<file path="src/design/dma_pkg.sv">
// Notes on behaviour
// - post-increment pointer step is 1 for byte, 2 for word operations
// - byte read fetches whole word, address lsb picks byte, placed low
// - two byte-wide halves share word decode, byte write strobes one half
// - word access at odd address raises address error trap
// - misaligned read completes; misaligned write suppressed; trap follows
// - byte load into working register changes only its low byte
// - sign_extend_op turns signed low byte into signed 16-bit value
// - clear_high_byte_op zeroes upper byte of working register
// - near_data_region is 0000h..1FFFh, reached by 13-bit direct field
// - outside near region only indirect; move uses 16-bit direct field
// - peripheral_control_register space is 0000h..07FFh
// - read of unused peripheral register address returns zero
// - register space decoded in 32-byte regions, implemented or not
package dma_pkg;
  localparam int          ADDR_W       = 16;
  localparam int          DATA_W       = 16;
  localparam int          NEAR_W       = 13;
  localparam int          REGION_LSB   = 5;
  localparam int          REGION_W     = 6;
  localparam logic [15:0] STEP_BYTE    = 16'h0001;
  localparam logic [15:0] STEP_WORD    = 16'h0002;
  localparam logic [15:0] NEAR_LAST    = 16'h1FFF;
  localparam logic [15:0] PCR_LAST     = 16'h07FF;
  localparam logic [15:0] ZERO_WORD    = 16'h0000;
  localparam logic [63:0] REGION_MAP   = 64'h0000_00C0_0000_0000;
  typedef enum logic [1:0] {DMA_MODE_INDIRECT, DMA_MODE_NEAR_DIRECT,
                            DMA_MODE_MOVE_DIRECT} dma_mode_e;
  typedef enum logic [1:0] {DMA_EXT_NONE, DMA_EXT_SIGN, DMA_EXT_ZERO} dma_ext_e;
endpackage

</file>
<file path="src/design/dma_lane_if.sv">
interface dma_lane_if;
  logic [15:0] wdata;
  logic [1:0]  lane_we;
  logic [15:0] word;
  logic        is_byte;
  logic        hi_sel;
  logic [15:0] rdata;
  modport core (output wdata, output lane_we, output word, output is_byte,
                output hi_sel, input rdata);
  modport lane (input wdata, input lane_we, input word, input is_byte,
                input hi_sel, output rdata);
endinterface

</file>
<file path="src/design/dma_lane_sel.sv">
module dma_lane_sel
  import dma_pkg::*;
(
  dma_lane_if.lane ln
);
  always_comb begin
    if (!ln.is_byte) begin
      ln.rdata = ln.word;
    end else if (ln.hi_sel) begin
      ln.rdata = {8'h00, ln.word[15:8]};
    end else begin
      ln.rdata = {8'h00, ln.word[7:0]};
    end
  end
endmodule

</file>
<file path="src/design/dma_access.sv">
module dma_access
  import dma_pkg::*;
(
  input  wire logic        clk,
  input  wire logic        rst_n,
  input  wire logic        req,
  input  wire logic        write,
  input  wire logic        is_byte,
  input  wire dma_mode_e   mode,
  input  wire logic [15:0] direct_field,
  input  wire logic [15:0] source_pointer_register,
  input  wire logic        post_inc,
  input  wire logic        insn_done,
  input  wire logic [15:0] wdata,
  input  wire logic [15:0] mem_rdata,
  input  wire logic [15:0] work_reg_old,
  input  wire dma_ext_e    ext_op,
  output logic [15:0]      mem_addr,
  output logic [1:0]       mem_we,
  output logic [15:0]      mem_wdata,
  output logic             mem_en,
  output logic             pcr_sel,
  output logic [15:0]      rdata,
  output logic [15:0]      work_reg_new,
  output logic [15:0]      next_pointer,
  output logic             addr_error,
  output logic             bad_mode
);
  dma_lane_if ln ();

  function automatic logic region_used(input logic [15:0] a);
    region_used = REGION_MAP[a[REGION_LSB +: REGION_W]];
  endfunction

  logic [15:0] effective_address;
  logic        misaligned;
  logic        in_pcr;
  logic        mode_ok;
  logic        err_pending;
  logic        rd_byte;
  logic        rd_hi;
  logic        rd_pcr_unused;
  logic        rd_valid;

  always_comb begin
    unique case (mode)
      DMA_MODE_NEAR_DIRECT: effective_address = {3'b000, direct_field[NEAR_W-1:0]};
      DMA_MODE_MOVE_DIRECT: effective_address = direct_field;
      default:              effective_address = source_pointer_register;
    endcase
  end
  // direct field wider than 13 bits is illegal in near direct mode
  assign mode_ok    = (mode != DMA_MODE_NEAR_DIRECT) ||
                      (direct_field <= NEAR_LAST);
  assign misaligned = !is_byte && effective_address[0];
  assign in_pcr     = effective_address <= PCR_LAST;

  assign ln.word    = mem_rdata;
  assign ln.is_byte = rd_byte;
  assign ln.hi_sel  = rd_hi;
  assign ln.wdata   = ZERO_WORD;
  assign ln.lane_we = 2'b00;
  dma_lane_sel u_lane (.ln(ln));

  always_ff @(posedge clk) begin
    if (!rst_n) begin
      mem_addr     <= ZERO_WORD;
      mem_we       <= 2'b00;
      mem_wdata    <= ZERO_WORD;
      mem_en       <= 1'b0;
      pcr_sel      <= 1'b0;
      next_pointer <= ZERO_WORD;
      bad_mode     <= 1'b0;
    end else begin
      mem_en    <= req && mode_ok;
      mem_addr  <= {effective_address[15:1], 1'b0};
      pcr_sel   <= req && in_pcr;
      bad_mode  <= req && !mode_ok;
      mem_wdata <= is_byte ? {wdata[7:0], wdata[7:0]} : wdata;
      if (req && write && mode_ok && !misaligned &&
          !(in_pcr && !region_used(effective_address))) begin
        if (is_byte) begin
          mem_we <= effective_address[0] ? 2'b10 : 2'b01;
        end else begin
          mem_we <= 2'b11;
        end
      end else begin
        mem_we <= 2'b00;
      end
      if (req && post_inc && mode == DMA_MODE_INDIRECT) begin
        next_pointer <= source_pointer_register + (is_byte ? STEP_BYTE : STEP_WORD);
      end else begin
        next_pointer <= source_pointer_register;
      end
    end
  end

  always_ff @(posedge clk) begin
    if (!rst_n) begin
      rd_byte       <= 1'b0;
      rd_hi         <= 1'b0;
      rd_pcr_unused <= 1'b0;
      rd_valid      <= 1'b0;
    end else begin
      rd_valid <= req && !write && mode_ok;
      if (req && !write) begin
        rd_byte       <= is_byte;
        rd_hi         <= effective_address[0];
        rd_pcr_unused <= in_pcr && !region_used(effective_address);
      end
    end
  end

  always_ff @(posedge clk) begin
    if (!rst_n) begin
      rdata        <= ZERO_WORD;
      work_reg_new <= ZERO_WORD;
    end else begin
      if (rd_valid) begin
        rdata <= rd_pcr_unused ? ZERO_WORD : ln.rdata;
      end
      unique case (ext_op)
        DMA_EXT_SIGN: work_reg_new <= {{8{work_reg_old[7]}}, work_reg_old[7:0]};
        DMA_EXT_ZERO: work_reg_new <= {8'h00, work_reg_old[7:0]};
        default: begin
          if (rd_valid && rd_byte) begin
            work_reg_new <= {work_reg_old[15:8],
                             rd_pcr_unused ? 8'h00 : ln.rdata[7:0]};
          end else if (rd_valid) begin
            work_reg_new <= rd_pcr_unused ? ZERO_WORD : ln.rdata;
          end else begin
            work_reg_new <= work_reg_old;
          end
        end
      endcase
    end
  end

  always_ff @(posedge clk) begin
    if (!rst_n) begin
      err_pending <= 1'b0;
      addr_error  <= 1'b0;
    end else begin
      addr_error <= 1'b0;
      if (req && misaligned) begin
        err_pending <= 1'b1;
      end
      if ((err_pending || (req && misaligned)) && insn_done) begin
        addr_error  <= 1'b1;
        err_pending <= 1'b0;
      end
    end
  end

  // checks on the registered outputs
  misaligned_write_a: assert property (@(posedge clk) disable iff (!rst_n)
    req && write && misaligned |=> mem_we == 2'b00)
    else $error("misaligned write reached memory");
  byte_strobe_a: assert property (@(posedge clk) disable iff (!rst_n)
    req && write && is_byte |=>
    (mem_we & ($past(effective_address[0]) ? 2'b01 : 2'b10)) == 2'b00)
    else $error("byte strobe on wrong lane");
  word_strobe_a: assert property (@(posedge clk) disable iff (!rst_n)
    req && write && !is_byte && !misaligned && mode_ok && !in_pcr |=>
    mem_we == 2'b11)
    else $error("word write missing a lane");
  error_pulse_a: assert property (@(posedge clk) disable iff (!rst_n)
    addr_error |=> !addr_error)
    else $error("address error longer than one cycle");
  error_cause_a: assert property (@(posedge clk) disable iff (!rst_n)
    req && misaligned && insn_done |=> addr_error)
    else $error("address error missing");
  error_timing_a: assert property (@(posedge clk) disable iff (!rst_n)
    addr_error |-> $past(insn_done))
    else $error("address error before instruction end");
  read_completes_a: assert property (@(posedge clk) disable iff (!rst_n)
    req && !write && misaligned && mode_ok |=> mem_en)
    else $error("misaligned read not completed");
  step_byte_a: assert property (@(posedge clk) disable iff (!rst_n)
    req && post_inc && is_byte && mode == DMA_MODE_INDIRECT |=>
    next_pointer == $past(source_pointer_register) + STEP_BYTE)
    else $error("byte step wrong");
  step_word_a: assert property (@(posedge clk) disable iff (!rst_n)
    req && post_inc && !is_byte && mode == DMA_MODE_INDIRECT |=>
    next_pointer == $past(source_pointer_register) + STEP_WORD)
    else $error("word step wrong");
  byte_select_a: assert property (@(posedge clk) disable iff (!rst_n)
    rd_valid && rd_byte && !rd_pcr_unused |=>
    rdata == {8'h00, ($past(rd_hi) ? $past(mem_rdata[15:8])
                                   : $past(mem_rdata[7:0]))})
    else $error("byte read lane wrong");
  byte_load_a: assert property (@(posedge clk) disable iff (!rst_n)
    rd_valid && rd_byte && ext_op == DMA_EXT_NONE |=>
    work_reg_new[15:8] == $past(work_reg_old[15:8]))
    else $error("byte load changed high byte");
  sign_ext_a: assert property (@(posedge clk) disable iff (!rst_n)
    ext_op == DMA_EXT_SIGN |=> work_reg_new[15:8] == {8{$past(work_reg_old[7])}})
    else $error("sign extend wrong");
  zero_ext_a: assert property (@(posedge clk) disable iff (!rst_n)
    ext_op == DMA_EXT_ZERO |=> work_reg_new[15:8] == 8'h00)
    else $error("clear high byte wrong");
  near_addr_a: assert property (@(posedge clk) disable iff (!rst_n)
    req && mode == DMA_MODE_NEAR_DIRECT |=> mem_addr <= NEAR_LAST)
    else $error("near address out of region");
  near_range_a: assert property (@(posedge clk) disable iff (!rst_n)
    req && mode == DMA_MODE_NEAR_DIRECT && direct_field > NEAR_LAST |=>
    bad_mode && !mem_en)
    else $error("wide near field not refused");
  pcr_decode_a: assert property (@(posedge clk) disable iff (!rst_n)
    req |=> pcr_sel == (mem_addr <= PCR_LAST))
    else $error("register space select wrong");
  region_hit_a: assert property (@(posedge clk) disable iff (!rst_n)
    req && write && !is_byte && !misaligned && mode_ok && in_pcr &&
    region_used(effective_address) |=> mem_we == 2'b11)
    else $error("implemented region write dropped");
  unused_read_a: assert property (@(posedge clk) disable iff (!rst_n)
    req && !write && mode_ok && in_pcr && !region_used(effective_address)
    |=> ##1 rdata == ZERO_WORD)
    else $error("unused register read not zero");
  unused_write_a: assert property (@(posedge clk) disable iff (!rst_n)
    req && write && !misaligned && !err_pending && in_pcr &&
    !region_used(effective_address) |=> mem_we == 2'b00 && !addr_error)
    else $error("unused register write not ignored");
endmodule

</file>
<file path="config.mk">
export PLATFORM = sky130hd
export DESIGN_NAME = dma_access
export DESIGN_NICKNAME = d
export VERILOG_FILES = /design/src/design/dma_pkg.sv /design/src/design/dma_lane_if.sv /design/src/design/dma_lane_sel.sv /design/src/design/dma_access.sv
export SDC_FILE = /design/constraint.sdc
export NUM_CORES = 1
export LEC_CHECK = 0
export BUFFER_PORTS_ARGS = -buffer_cell sky130_fd_sc_hd__buf_2
export CAP_MARGIN = 20
export CORE_UTILIZATION = 35
export CTS_CLUSTER_SIZE = 28
export DETAILED_ROUTE_END_ITERATION = 10
export SLEW_MARGIN = 20
export SYNTH_ARGS = -nofsm -noshare
export SYNTH_HDL_FRONTEND = slang
export SYNTH_SLANG_ARGS = --single-unit
</file>
<file path="constraint.sdc">
create_clock -name clk -period 4.1 [get_ports clk]
set_clock_uncertainty 0.05 [all_clocks]
set_input_delay 0.82 -clock clk [delete_from_list [all_inputs] [get_ports clk]]
set_output_delay 0.82 -clock clk [all_outputs]
set_load 0.01 [all_outputs]
</file>
==> results of run 1 <==
-- kinds of logic after synthesis --
kind of cell | Yosys count
and+or+nand+nor | 150
DFF | 90
AOI/OAI and AO/OA | 77
buffers and inverters | 34
muxes | 20
xor gates and xnor gates | 10
adders and majority gates | 8
other | 1
-- power groups by stage --
stage               sequential (mW)  combinational (mW)  clock [mW]
floorplan                     0.981               0.133           0
global placement              0.957               0.290           0
detailed placement            0.957               0.293           0
CTS                           0.937               0.294       0.570
global route                  0.942               0.323       0.619
finish                        0.936               0.293       0.555
-- how the worst max path moves through the flow --
| stage | startpoint | to | slack, ns | depth (start not counted) |
|---|---|---|---|---|
| 2_1_floorplan | is_byte | next_pointer[15] | 1.29 | 7 |
| 3_3_place_gp | is_byte | next_pointer[15] | 1.29 | 7 |
| 3_5_place_dp | is_byte | next_pointer[15] | 1.19 | 7 |
| 4_1_cts | is_byte | next_pointer[15] | 1.54 | 7 |
| 5_1_grt | is_byte | next_pointer[15] | 1.44 | 7 |
| 6_report | is_byte | next_pointer[15] | 1.51 | 7 |
-- area by class of cell --
type / instances / area (um^2)
Inverter: 9 / 33.8
Multi-Input combinational cell: 266 / 1710
Sequential cell: 90 / 1800
Timing Repair Buffer: 178 / 898
Fill cell: 1001 / 5120
Tap cell: 133 / 166
Clock buffer: 9 / 124
Clock inverter: 7 / 52.6
-- through the flow --
step	total power, mW	std cells
finish	1.78	692
global route	1.88	692
CTS	1.80	692
detailed placement	1.25	676
global placement	1.25	676
floorplan	1.11	390
-- sequential cells by signal, indices dropped and copies added, names as in the netlist --
signal and flops:
bad_mode 1, err_pending 1, pcr_sel 1, rdata 16, next_pointer 16, ln.is_byte 1, ln.hi_sel 1, rd_pcr_unused 1
work_reg_new 16, rd_valid 1, mem_we 2, addr_error 1, mem_en 1, mem_addr 15, mem_wdata 16
-- placed cells by master (no fill, tap or decap), drive strengths merged, types with 10 or more instances in the layout --
cell,n
a21oi,34
nand2,20
nor2,51
dfxtp,90
nand3,14
nor2b,19
buf,178
inv,10
mux2i,12
-- layer usage --
metal | global-route usage (%) | share of wire [%] | up-vias
li1 | - | - | 1686
met2 | 30.9 | 49 | 124
met1 | 23.9 | 44 | 1584
met4 | 8.16 | 2.2 | 0
met3 | 3.45 | 5.1 | 16
met5 | 0 | 0 | -
-- worst max-delay path: stages --
cell	delay (ns)
buf_2	0.29
inv_1	0.19
ha_1	0.32
a21o_1	0.18
nand4_1	0.28
or4_1	0.55
a21oi_1	0.17
-- cell usage after synthesis (5+ instances only) --
library cell | instances | area share (%)
ha_1 | 7 | 2.4
a22oi_1 | 5 | 1.0
a31oi_1 | 5 | 0.86
xor2_1 | 5 | 1.2
mux2_2 | 8 | 2.5
clkbuf_1 | 22 | 2.3
a32o_1 | 8 | 2.2
and2_1 | 8 | 1.4
mux2i_1 | 12 | 3.3
a21oi_1 | 34 | 4.7
nand3_1 | 14 | 1.9
nor2b_1 | 19 | 3.3
xnor2_1 | 5 | 1.2
nand2b_1 | 9 | 1.5
nor2_1 | 51 | 5.3
dfxtp_1 | 90 | 49
inv_1 | 7 | 0.72
a32oi_1 | 8 | 1.9
nand2_1 | 20 | 2.1
==> metrics.md, run 1 <==
| Metric | Value |
|---|---|
| Status | `finished, final reports clean` |
| Peak Freq | `386 MHz` |
| Final setup margin | `around 1.5 ns` |
| Unique masters post-synth | `49` |
| Resized cells post-CTS | `0` |
| # setup viols final | `0` |
| Synth Register Bits | `90` |
| Cells after synthesis | `between 300 and 400` |
| Hold Fails Final Rpt | `0` |
| Synth Area in Adders | `under 10%` |
| Critical Path AT | `2.81 ns` |
| Vias | `between 3,000 and 4,000` |
| First-pass GRT wire length | `~16 mm` |
| Crit end category | `flop` |
| Hold path startpoint | `rdata[10]` |
| Ant. Diodes | `0` |
| Layout area overhead | `31.4%` |
| Post-CTS Setup Bufs | `0` |
| Startpoint class of the critical path | `input pin` |
| Io pins | `~180` |
| Dpl ws | `1.19 ns` |
| Mux contribution to synthesized area | `between 5 and 6%` |
| Die Ht | `approximately 100 um` |
| Cts bufs inserted | `9` |
| Synth Area in Compound Gates | `14.4%` |
| DRC | `0` |
| Largest net degree at the start of global routing | `54` |
| Tightest Pin Transition | `1.01 ns` |
| Final GP Congestion | `0.838` |
| Total track usage | `between 10% and 20%` |
| Min Hold Slack | `0.425 ns` |
| Critical path type | `input pin to flop` |
| Final min period | `roughly 2.6 ns` |
| Internal | `1.27 mW` |
| Initial antenna violation count | `0` |
| Most used flip-flop cell after synthesis | `dfxtp_1` |
| Setup slack, reg-to-reg | `roughly 2.2 ns` |
| Switching Share | `between 20% and 30%` |
| Grt ovf | `0` |
| R2r startpoint | `rd_valid` |
| CP max FO | `11` |
| Logic pwr share | `about 16%` |
| Vias in the first global route | `~3,200` |
| Routed vias/inst | `4.93` |
| Final period util | `a little over three fifths` |
| Clock tree buffer depth | `2` |
| Worst slew margin | `32.3%` |
| Port bufs | `175` |
| Drt wl/cell | `~15 um` |
| Die footprint | `around 11,000 um^2` |
| Path type of the worst min-delay path | `flop to flop` |
| R2r endpoint | `work_reg_new[1]` |
| Maxcap violations | `0` |
| Reg clk slew, reported paths | `around 0.10 ns` |
| Cells on worst reg2reg path | `4` |
| Part of the power in registers | `approximately 53%` |
| Xor/xnor cell area share of the yosys netlist | `under 10%` |
| Synth Area per Inst | `9.34 um^2` |
| Max Transition Viols Final | `0` |
| Final Net Count | `about 650` |
| Share of cells above drive strength 1 | `a little under two fifths` |
| Initial Util | `roughly 37%` |
| Clock Sinks | `90` |
| Yosys warnings | `0` |
| Core area | `9910 um^2` |
| RSZ-0062 raised after global routing | `no` |
| Hold depth | `2` |
| Largest family of logic cells by synthesized area | `simple AND/OR/NAND/NOR gates` |
| Pleak | `2.30 nW` |
| Mapped cell area | `3640 um^2` |
| Setup TNS | `0 ns` |
| CP required | `4.32 ns` |
| Finished Core Util | `between 40% and 50%` |
| Pwr dens | `373 nW/um^2` |
| Syn Nets | `around 490` |
| Root Buffer Master | `clkbuf_8` |
| Cell Area, Placed | `4610 um^2` |
| Worst-Skew Late Latency | `around 0.35 ns` |
| CTS tree | `built` |
| Clock network fraction of design power | `around 31%` |
| Site row count | `36` |
| DRT Pass-1 Iters | `4` |
| Die W | `between 100 and 150 um` |
| Sw Pwr | `between 0.5 and 0.6 mW` |
| DRT antenna net count | `0` |
| Final Instance Area | `about 4800 um^2` |
| Hold path endpoint | `rdata[10]` |
| Dpl hpwl | `7.65 mm` |
| Hold_buf cts | `0` |
| H-tree depth | `3` |
| Register area share after synthesis | `roughly 49%` |
| Post-synthesis simple-gate area fraction | `around a fifth` |
| Worst VDD drop | `about 0.2 mV` |
| FFs w/ async S/R, synth | `0%` |
| Post-Route WL | `10.2 mm` |
| Drt first-iter violations | `186` |
| EDFF count, synth | `0` |
No activity file was read; power rests on OpenSTA's default activity.
==> inputs of run 2 (changes only) <==
--- a/config.mk
+++ b/config.mk
@@ -5,11 +5,13 @@
 export SDC_FILE = /design/constraint.sdc
 export NUM_CORES = 1
 export LEC_CHECK = 0
+export ABC_AREA = 1
 export BUFFER_PORTS_ARGS = -buffer_cell sky130_fd_sc_hd__buf_2
 export CAP_MARGIN = 20
 export CORE_UTILIZATION = 35
 export CTS_CLUSTER_SIZE = 28
 export DETAILED_ROUTE_END_ITERATION = 10
+export PLACE_DENSITY = 0.65
 export SLEW_MARGIN = 20
 export SYNTH_ARGS = -nofsm -noshare
 export SYNTH_HDL_FRONTEND = slang
==> constraint.sdc (replaced) <==
create_clock -name clk -period 2.22 [get_ports clk]
set_clock_uncertainty 0.05 [all_clocks]
set_input_delay 0.444 -clock clk [delete_from_list [all_inputs] [get_ports clk]]
set_output_delay 0.444 -clock clk [all_outputs]
set_load 0.01 [all_outputs]
==> metrics.md, run 2 <==
| Metric | Value |
|---|---|
| Crit end category | `flop (unchanged)` |
| CP max FO | `15 (was 11)` |
| RSZ-0062 raised after global routing | `no (unchanged)` |
| Switching Share | `26.5% (was 28.7%)` |
| DRT Pass-1 Iters | `4 (unchanged)` |
| Initial antenna violation count | `0 (unchanged)` |
| Grt ovf | `0 (unchanged)` |
| Layout area overhead | `31.8% (was 31.4%)` |
| Synth top area share | `47.6% (was 49.5%)` |
| Most common cell after layout, fill and taps aside | `buf_2 (unchanged)` |
| Yosys warnings | `0 (unchanged)` |
| Die W | `106 um (was 104 um)` |
| Setup TNS | `0 ns (unchanged)` |
| Final period util | `72.5%` |
| Port bufs | `175 (unchanged)` |
| FFs w/ async S/R, synth | `0% (unchanged)` |
| Top cells by area, synth | `dfxtp_1, nand2_1, nor2_1 (was dfxtp_1, nor2_1, a21oi_1)` |
| Part of the power in registers | `49.3% (was 52.5%)` |
| Register area share after synthesis | `47.6% (was 49.5%)` |
| Tightest Pin Transition | `0.520 ns (was 1.01 ns)` |
| Share of cells above drive strength 1 | `32.7% (was 37.2%)` |
| Logic pwr share | `15.6% (was 16.4%)` |
| Site row count | `37 (was 36)` |
| Dpl hpwl | `8.50 mm (was 7.65 mm)` |
| Post-Route WL | `10.8 mm (was 10.2 mm)` |
| Pwr dens | `706 nW/um^2 (was 373 nW/um^2)` |
| Finished Layout Cells | `811 (was 692)` |
| CTS tree | `built (unchanged)` |
| Cells after synthesis | `496 (was 390)` |
| Clock Sinks | `90 (unchanged)` |
| Internal | `2.59 mW (was 1.27 mW)` |
| Tot Pwr | `3.52 mW (was 1.78 mW)` |
| Vias | `3,775 (was 3,410)` |
| Placed Instances | `795 (was 676)` |
| Resized cells post-CTS | `0 (unchanged)` |
| Cts bufs inserted | `9 (unchanged)` |
| Largest area contributor in the netlist | `dfxtp_1 (unchanged)` |
| Synth Register Bits | `90 (unchanged)` |
| Worst VDD drop | `0.265 mV (was 0.201 mV)` |
| Die Ht | `106 um (was 104 um)` |
| Syn Nets | `595 (was 489)` |
| CP required | `2.47 ns (was 4.32 ns)` |
| Worst slew margin | `65.1% (was 32.3%)` |
| First-pass GRT wire length | `17.5 mm (was 16.1 mm)` |
| Vias in the first global route | `3,685 (was 3,241)` |
| Final min period | `approximately 1.6 ns` |
| DRT antenna net count | `0 (unchanged)` |
| EDFF count, synth | `0 (unchanged)` |
| Drt first-iter violations | `120 (was 186)` |
| Unique masters post-synth | `34 (was 49)` |
| Clock network fraction of design power | `35.0% (was 31.1%)` |
| Peak Freq | `just over 600 MHz` |
| Most common cell in the netlist | `nand2_1 (was dfxtp_1)` |
| Final GP Congestion | `0.918 (was 0.838)` |
| Io pins | `177 (unchanged)` |
| Total track usage | `19.9% (was 18.7%)` |
| Setup slack, reg-to-reg | `0.64 ns (was 2.15 ns)` |
| H-tree depth | `3 (unchanged)` |
| Synth Area per Inst | `7.63 um^2 (was 9.34 um^2)` |
| Pleak | `2.61 nW (was 2.30 nW)` |
| Root Buffer Master | `clkbuf_8 (unchanged)` |
| Status | `finished, final reports clean (unchanged)` |
| Reg clk slew, reported paths | `0.10 ns (about the same)` |
| Final Net Count | `769 (was 653)` |
| Ant. Diodes | `0 (unchanged)` |
| Post-CTS Setup Bufs | `0 (unchanged)` |
| Most frequent cells in the layout | `buf_2, nand2_1, dfxtp_1 (was buf_2, dfxtp_1, nor2_1)` |
| Clock tree buffer depth | `2 (unchanged)` |
| Leading cell types by count after synthesis | `nand2_1, dfxtp_1, nor2_1 (was dfxtp_1, nor2_1, a21oi_1)` |
| Critical path type | `input pin to flop (unchanged)` |
| Maxcap violations | `0 (unchanged)` |
| Core area | `10,400 um^2 (was 9910 um^2)` |
| Initial Util | `36.3% (was 36.8%)` |
| Startpoint class of the critical path | `input pin (unchanged)` |
| Hold_buf cts | `0 (unchanged)` |
| Hold Fails Final Rpt | `0 (unchanged)` |
| Mapped cell area | `3790 um^2 (was 3640 um^2)` |
| Routed vias/inst | `4.65 (was 4.93)` |
| Die footprint | `11,200 um^2 (was 10,800 um^2)` |
| Largest net degree at the start of global routing | `33 (was 54)` |
| Filler cell count | `1,074 (was 1,001)` |
| # setup viols final | `0 (unchanged)` |
| Max Transition Viols Final | `0 (unchanged)` |
| Most used flip-flop cell after synthesis | `dfxtp_1 (unchanged)` |
| Sw Pwr | `0.935 mW (was 0.512 mW)` |
| Worst-Skew Late Latency | `0.35 ns (about the same)` |
| DRC | `0 (unchanged)` |
| Critical Path AT | `1.86 ns (was 2.81 ns)` |
| Path type of the worst min-delay path | `input pin to flop (was flop to flop)` |
| Drt wl/cell | `13.3 um (was 14.7 um)` |
[run 2: cells by family after synthesis]
kind of cell / Yosys count / synth area share [%]
buf+inv: 74 / 8.29
xor+xnor: 2 / 0.463
flops: 90 / 47.6
fa+ha+maj: 8 / 2.84
compound gates: 108 / 15.7
other cells: 1 / 0.0990
simple gates: 213 / 25.0
[run 2: worst max-delay path: stages]
cell and delay, ns:
buf_2 0.09, inv_1 0.05, ha_1 0.34, buf_4 0.21, nand2_1 0.07, o21ai_0 0.20
nand2_1 0.07, nor2_1 0.08, nand2_1 0.05, nand2_1 0.08, nand2_1 0.07, nor2_1 0.10
[run 2: cell type report]
cell class              count  area, um^2  share of cell area, %
clock buffers              11         141                   2.83
inverters                  57         214                   4.29
multi-input cells         332        1670                   33.5
clock inverters             5        77.6                   1.56
flip-flops and latches     90        1800                   36.1
repair buffers            180         913                   18.3
well taps                 136         170                   3.41
[run 2: routing by layer]
metal / global-route usage [%] / routed length, um / vias up
met1: 23.9 / 4840 / 1697
li1: - / - / 1928
met5: 0 / 0 / -
met2: 34.7 / 5090 / 135
met3: 4.72 / 661 / 15
met4: 6.55 / 190 / 0
[run 2: per-stage QoR]
step | instance area, um^2 | setup slack [ns] | utilization (%) | hold WS [ns]
after floorplan | 3790 | 0.316 | - | 0.407
after global placement | 4770 | 0.281 | 45.8 | 0.400
after detailed placement | 4770 | 0.241 | 45.8 | 0.407
after CTS | 4990 | 0.624 | 47.9 | 0.185
after global routing | 4990 | 0.426 | 47.9 | 0.199
final | 4990 | 0.610 | 47.9 | 0.205
[run 2: power groups by stage]
| stage | Clock [mW] | Combinational, mW | Sequential, mW |
|---|---|---|---|
| floorplan | 0 | 0.262 | 1.82 |
| global placement | 0 | 0.548 | 1.77 |
| detailed placement | 0 | 0.552 | 1.78 |
| CTS | 1.27 | 0.555 | 1.74 |
| global route | 1.34 | 0.621 | 1.75 |
| finish | 1.23 | 0.551 | 1.74 |
[run 2: final timing paths]
path              start              end  depth (start not counted)
max             mode[0]        mem_we[0]                         12
min           insn_done      err_pending                          2
max reg2reg  ln.is_byte  work_reg_new[7]                          6
min reg2reg    rdata[8]         rdata[8]                          2
==> inputs of run 3 (changes only) <==
==> constraint.sdc (replaced) <==
create_clock -name clk -period 1.32 [get_ports clk]
set_clock_uncertainty 0.05 [all_clocks]
set_input_delay 0.264 -clock clk [delete_from_list [all_inputs] [get_ports clk]]
set_output_delay 0.264 -clock clk [all_outputs]
set_load 0.01 [all_outputs]
==> metrics.md, run 3 (synthesized netlist as in run 2, its figures left out) <==
| Metric | Value |
|---|---|
| Status | `finished, final reports clean (unchanged)` |
| Sw Pwr | `1.60 mW (was 0.935 mW)` |
| Clock tree buffer depth | `2 (unchanged)` |
| Sequential cell area | `1810 um^2 (was 1800 um^2)` |
| Clock Sinks | `90 (unchanged)` |
| Min Hold Slack | `0.0272 ns (was 0.205 ns)` |
| Setup slack, reg-to-reg | `0.05 ns (was 0.64 ns)` |
| Pleak | `2.85 nW (was 2.61 nW)` |
| Layout area overhead | `46.3% (was 31.8%)` |
| Hold depth | `2 (unchanged)` |
| Cells on worst reg2reg path | `6 (unchanged)` |
| Grt ovf | `0 (unchanged)` |
| H-tree depth | `3 (unchanged)` |
| Finished Layout Cells | `858 (was 811)` |
| Final min period | `roughly 1.3 ns` |
| Routed vias/inst | `4.58 (was 4.65)` |
| Dpl ws | `-0.378 ns (was 0.241 ns)` |
| Crit end category | `flop (unchanged)` |
| Buffers & Inverters on Critical Path | `1 (was 3)` |
| Maxcap violations | `0 (unchanged)` |
| CP required | `1.53 ns (was 2.47 ns)` |
| Io pins | `177 (unchanged)` |
| Slowest CP cell | `dfxtp_1 (was ha_1)` |
| Post-Route WL | `11.0 mm (was 10.8 mm)` |
| CP max stage delay | `0.36 ns (was 0.34 ns)` |
| Worst VDD drop | `0.454 mV (was 0.265 mV)` |
| DRT antenna net count | `0 (unchanged)` |
| Placed Instances | `839 (was 795)` |
| Core area | `10,400 um^2 (unchanged)` |
| Largest net degree at the start of global routing | `34 (was 33)` |
| CTS tree | `built (unchanged)` |
| Part of the power in registers | `50.8% (was 49.3%)` |
| Clock network fraction of design power | `28.7% (was 35.0%)` |
| Root Buffer Master | `clkbuf_8 (unchanged)` |
| Path type of the worst min-delay path | `input pin to flop (unchanged)` |
| Footprint of the multi-input gates | `1830 um^2 (was 1670 um^2)` |
| Final GP Congestion | `0.871 (was 0.918)` |
| Tot Pwr | `5.74 mW (was 3.52 mW)` |
| DRT Pass-1 Iters | `4 (unchanged)` |
| First-pass GRT wire length | `17.3 mm (was 17.5 mm)` |
| Final Net Count | `816 (was 769)` |
| Critical path type | `flop to flop (was input pin to flop)` |
| Dpl hpwl | `8.65 mm (was 8.50 mm)` |
| Most common cell after layout, fill and taps aside | `buf_2 (unchanged)` |
| Die Ht | `106 um (unchanged)` |
| Final setup margin | `0.0496 ns (was 0.610 ns)` |
| Most frequent cells in the layout | `buf_2, nand2_1, dfxtp_1 (unchanged)` |
| Port bufs | `175 (unchanged)` |
| Cts bufs inserted | `9 (unchanged)` |
| Critical-path cell list | `nand2_2, or2_2, o211ai_1, o21ai_0, nand2_1, inv_1 (was buf_2, inv_1, ha_1, buf_4, nand2_1, o21ai_0, nand2_1, nor2_1, nand2_1, nand2_1, nand2_1, nor2_1)` |
| Setup TNS | `0 ns (unchanged)` |
| Reg clk slew, reported paths | `0.08 ns (was 0.10 ns)` |
| Switching Share | `27.9% (was 26.5%)` |
| Hold path endpoint | `err_pending (unchanged)` |
| Drt first-iter violations | `117 (was 120)` |
| Hold Fails Final Rpt | `0 (unchanged)` |
| Share of cells above drive strength 1 | `41.6% (was 32.7%)` |
| Drt wl/cell | `12.8 um (was 13.3 um)` |
| Hold path startpoint | `insn_done (unchanged)` |
| Peak Freq | `approximately 790 MHz` |
| Initial antenna violation count | `0 (unchanged)` |
| Startpoint class of the critical path | `flop (was input pin)` |
| Pwr dens | `1040 nW/um^2 (was 706 nW/um^2)` |
| CP max FO | `9 (was 15)` |
| R2r endpoint | `work_reg_new[7] (unchanged)` |
| RSZ-0062 raised after global routing | `yes (was no)` |
| Site row count | `37 (unchanged)` |
| Die W | `106 um (unchanged)` |
| Die footprint | `11,200 um^2 (unchanged)` |
| Max Transition Viols Final | `0 (unchanged)` |
| DRC | `0 (unchanged)` |
| Critical Path AT | `1.48 ns (was 1.86 ns)` |
| Vias | `3,933 (was 3,775)` |
| R2r startpoint | `ln.hi_sel (was ln.is_byte)` |
| Vias in the first global route | `3,732 (was 3,685)` |
| Ant. Diodes | `0 (unchanged)` |
| Internal | `4.14 mW (was 2.59 mW)` |
| Worst-Skew Late Latency | `0.35 ns (about the same)` |
| # setup viols final | `0 (unchanged)` |
| Logic pwr share | `20.5% (was 15.6%)` |
| Filler cell count | `1,014 (was 1,074)` |
| Final period util | `96.2%` |
| Delay-heaviest family, CP | `simple AND/OR/NAND/NOR gates (unchanged)` |
| Total track usage | `19.7% (was 19.9%)` |
| Initial Util | `36.3% (unchanged)` |
## run 3: cell types whose count changed in the layout (fill, tap and decap cells not counted), moves of 4 or more
cell	before	now
ha_4	0	4
nand2_1	105	96
nand2_2	10	18
buf_6	0	4
o21ai_1	3	8
o21ai_0	41	32
nor2_1	64	60
ha_1	7	2
inv_1	54	49
buf_4	5	48
## run 3: layout make-up
class / instances / area share, %
Clock inverter: 3 / 0.271
Timing Repair Buffer: 227 / 23.9
Sequential cell: 90 / 32.6
Tap cell: 136 / 3.07
Inverter: 57 / 4.54
Clock buffer: 13 / 2.69
Multi-Input combinational cell: 332 / 33.0
## run 3: power by group through the flow
stage / Sequential, mW / Combinational (mW) / Clock (mW)
after floorplan: 3.06 / 0.480 / 0
after global placement: 2.98 / 1.11 / 0
after detailed placement: 2.98 / 1.12 / 0
after CTS: 2.92 / 1.13 / 1.71
after global routing: 2.93 / 1.31 / 1.82
final: 2.92 / 1.18 / 1.64
## run 3: stage by stage
stage	utilization, %	cell area (um^2)
after CTS	51.7	5390
after global routing	53.2	5540
final	53.2	5540
after global placement	50.1	5220
after detailed placement	50.1	5220
after floorplan	-	3900
## run 3: what timing repair did
item,4_1_cts,5_1_grt
setup endpoints to repair,3,31
pin swaps,1,21
hold buffers,0,0
resized for setup,3,46
setup buffers,0,3
## run 3: per-layer routing
layer	global-route usage, %	share of wire, %	vias up
met5	0	0	-
met4	8.43	1.7	0
met3	3.80	7.5	15
met2	34.4	49	157
met1	23.5	42	1737
li1	-	-	2024
## run 3: how the worst max path moves through the flow
stage,slack (ns),depth (start not counted),to,startpoint
4_1_cts,0.005,11,mem_we[0],mode[0]
3_5_place_dp,-0.38,12,mem_we[0],mode[0]
6_report,0.05,6,work_reg_new[7],ln.hi_sel
2_1_floorplan,-0.12,10,next_pointer[10],is_byte
5_1_grt,-0.04,8,work_reg_new[13],rd_valid
3_3_place_gp,-0.35,12,mem_we[0],mode[0]
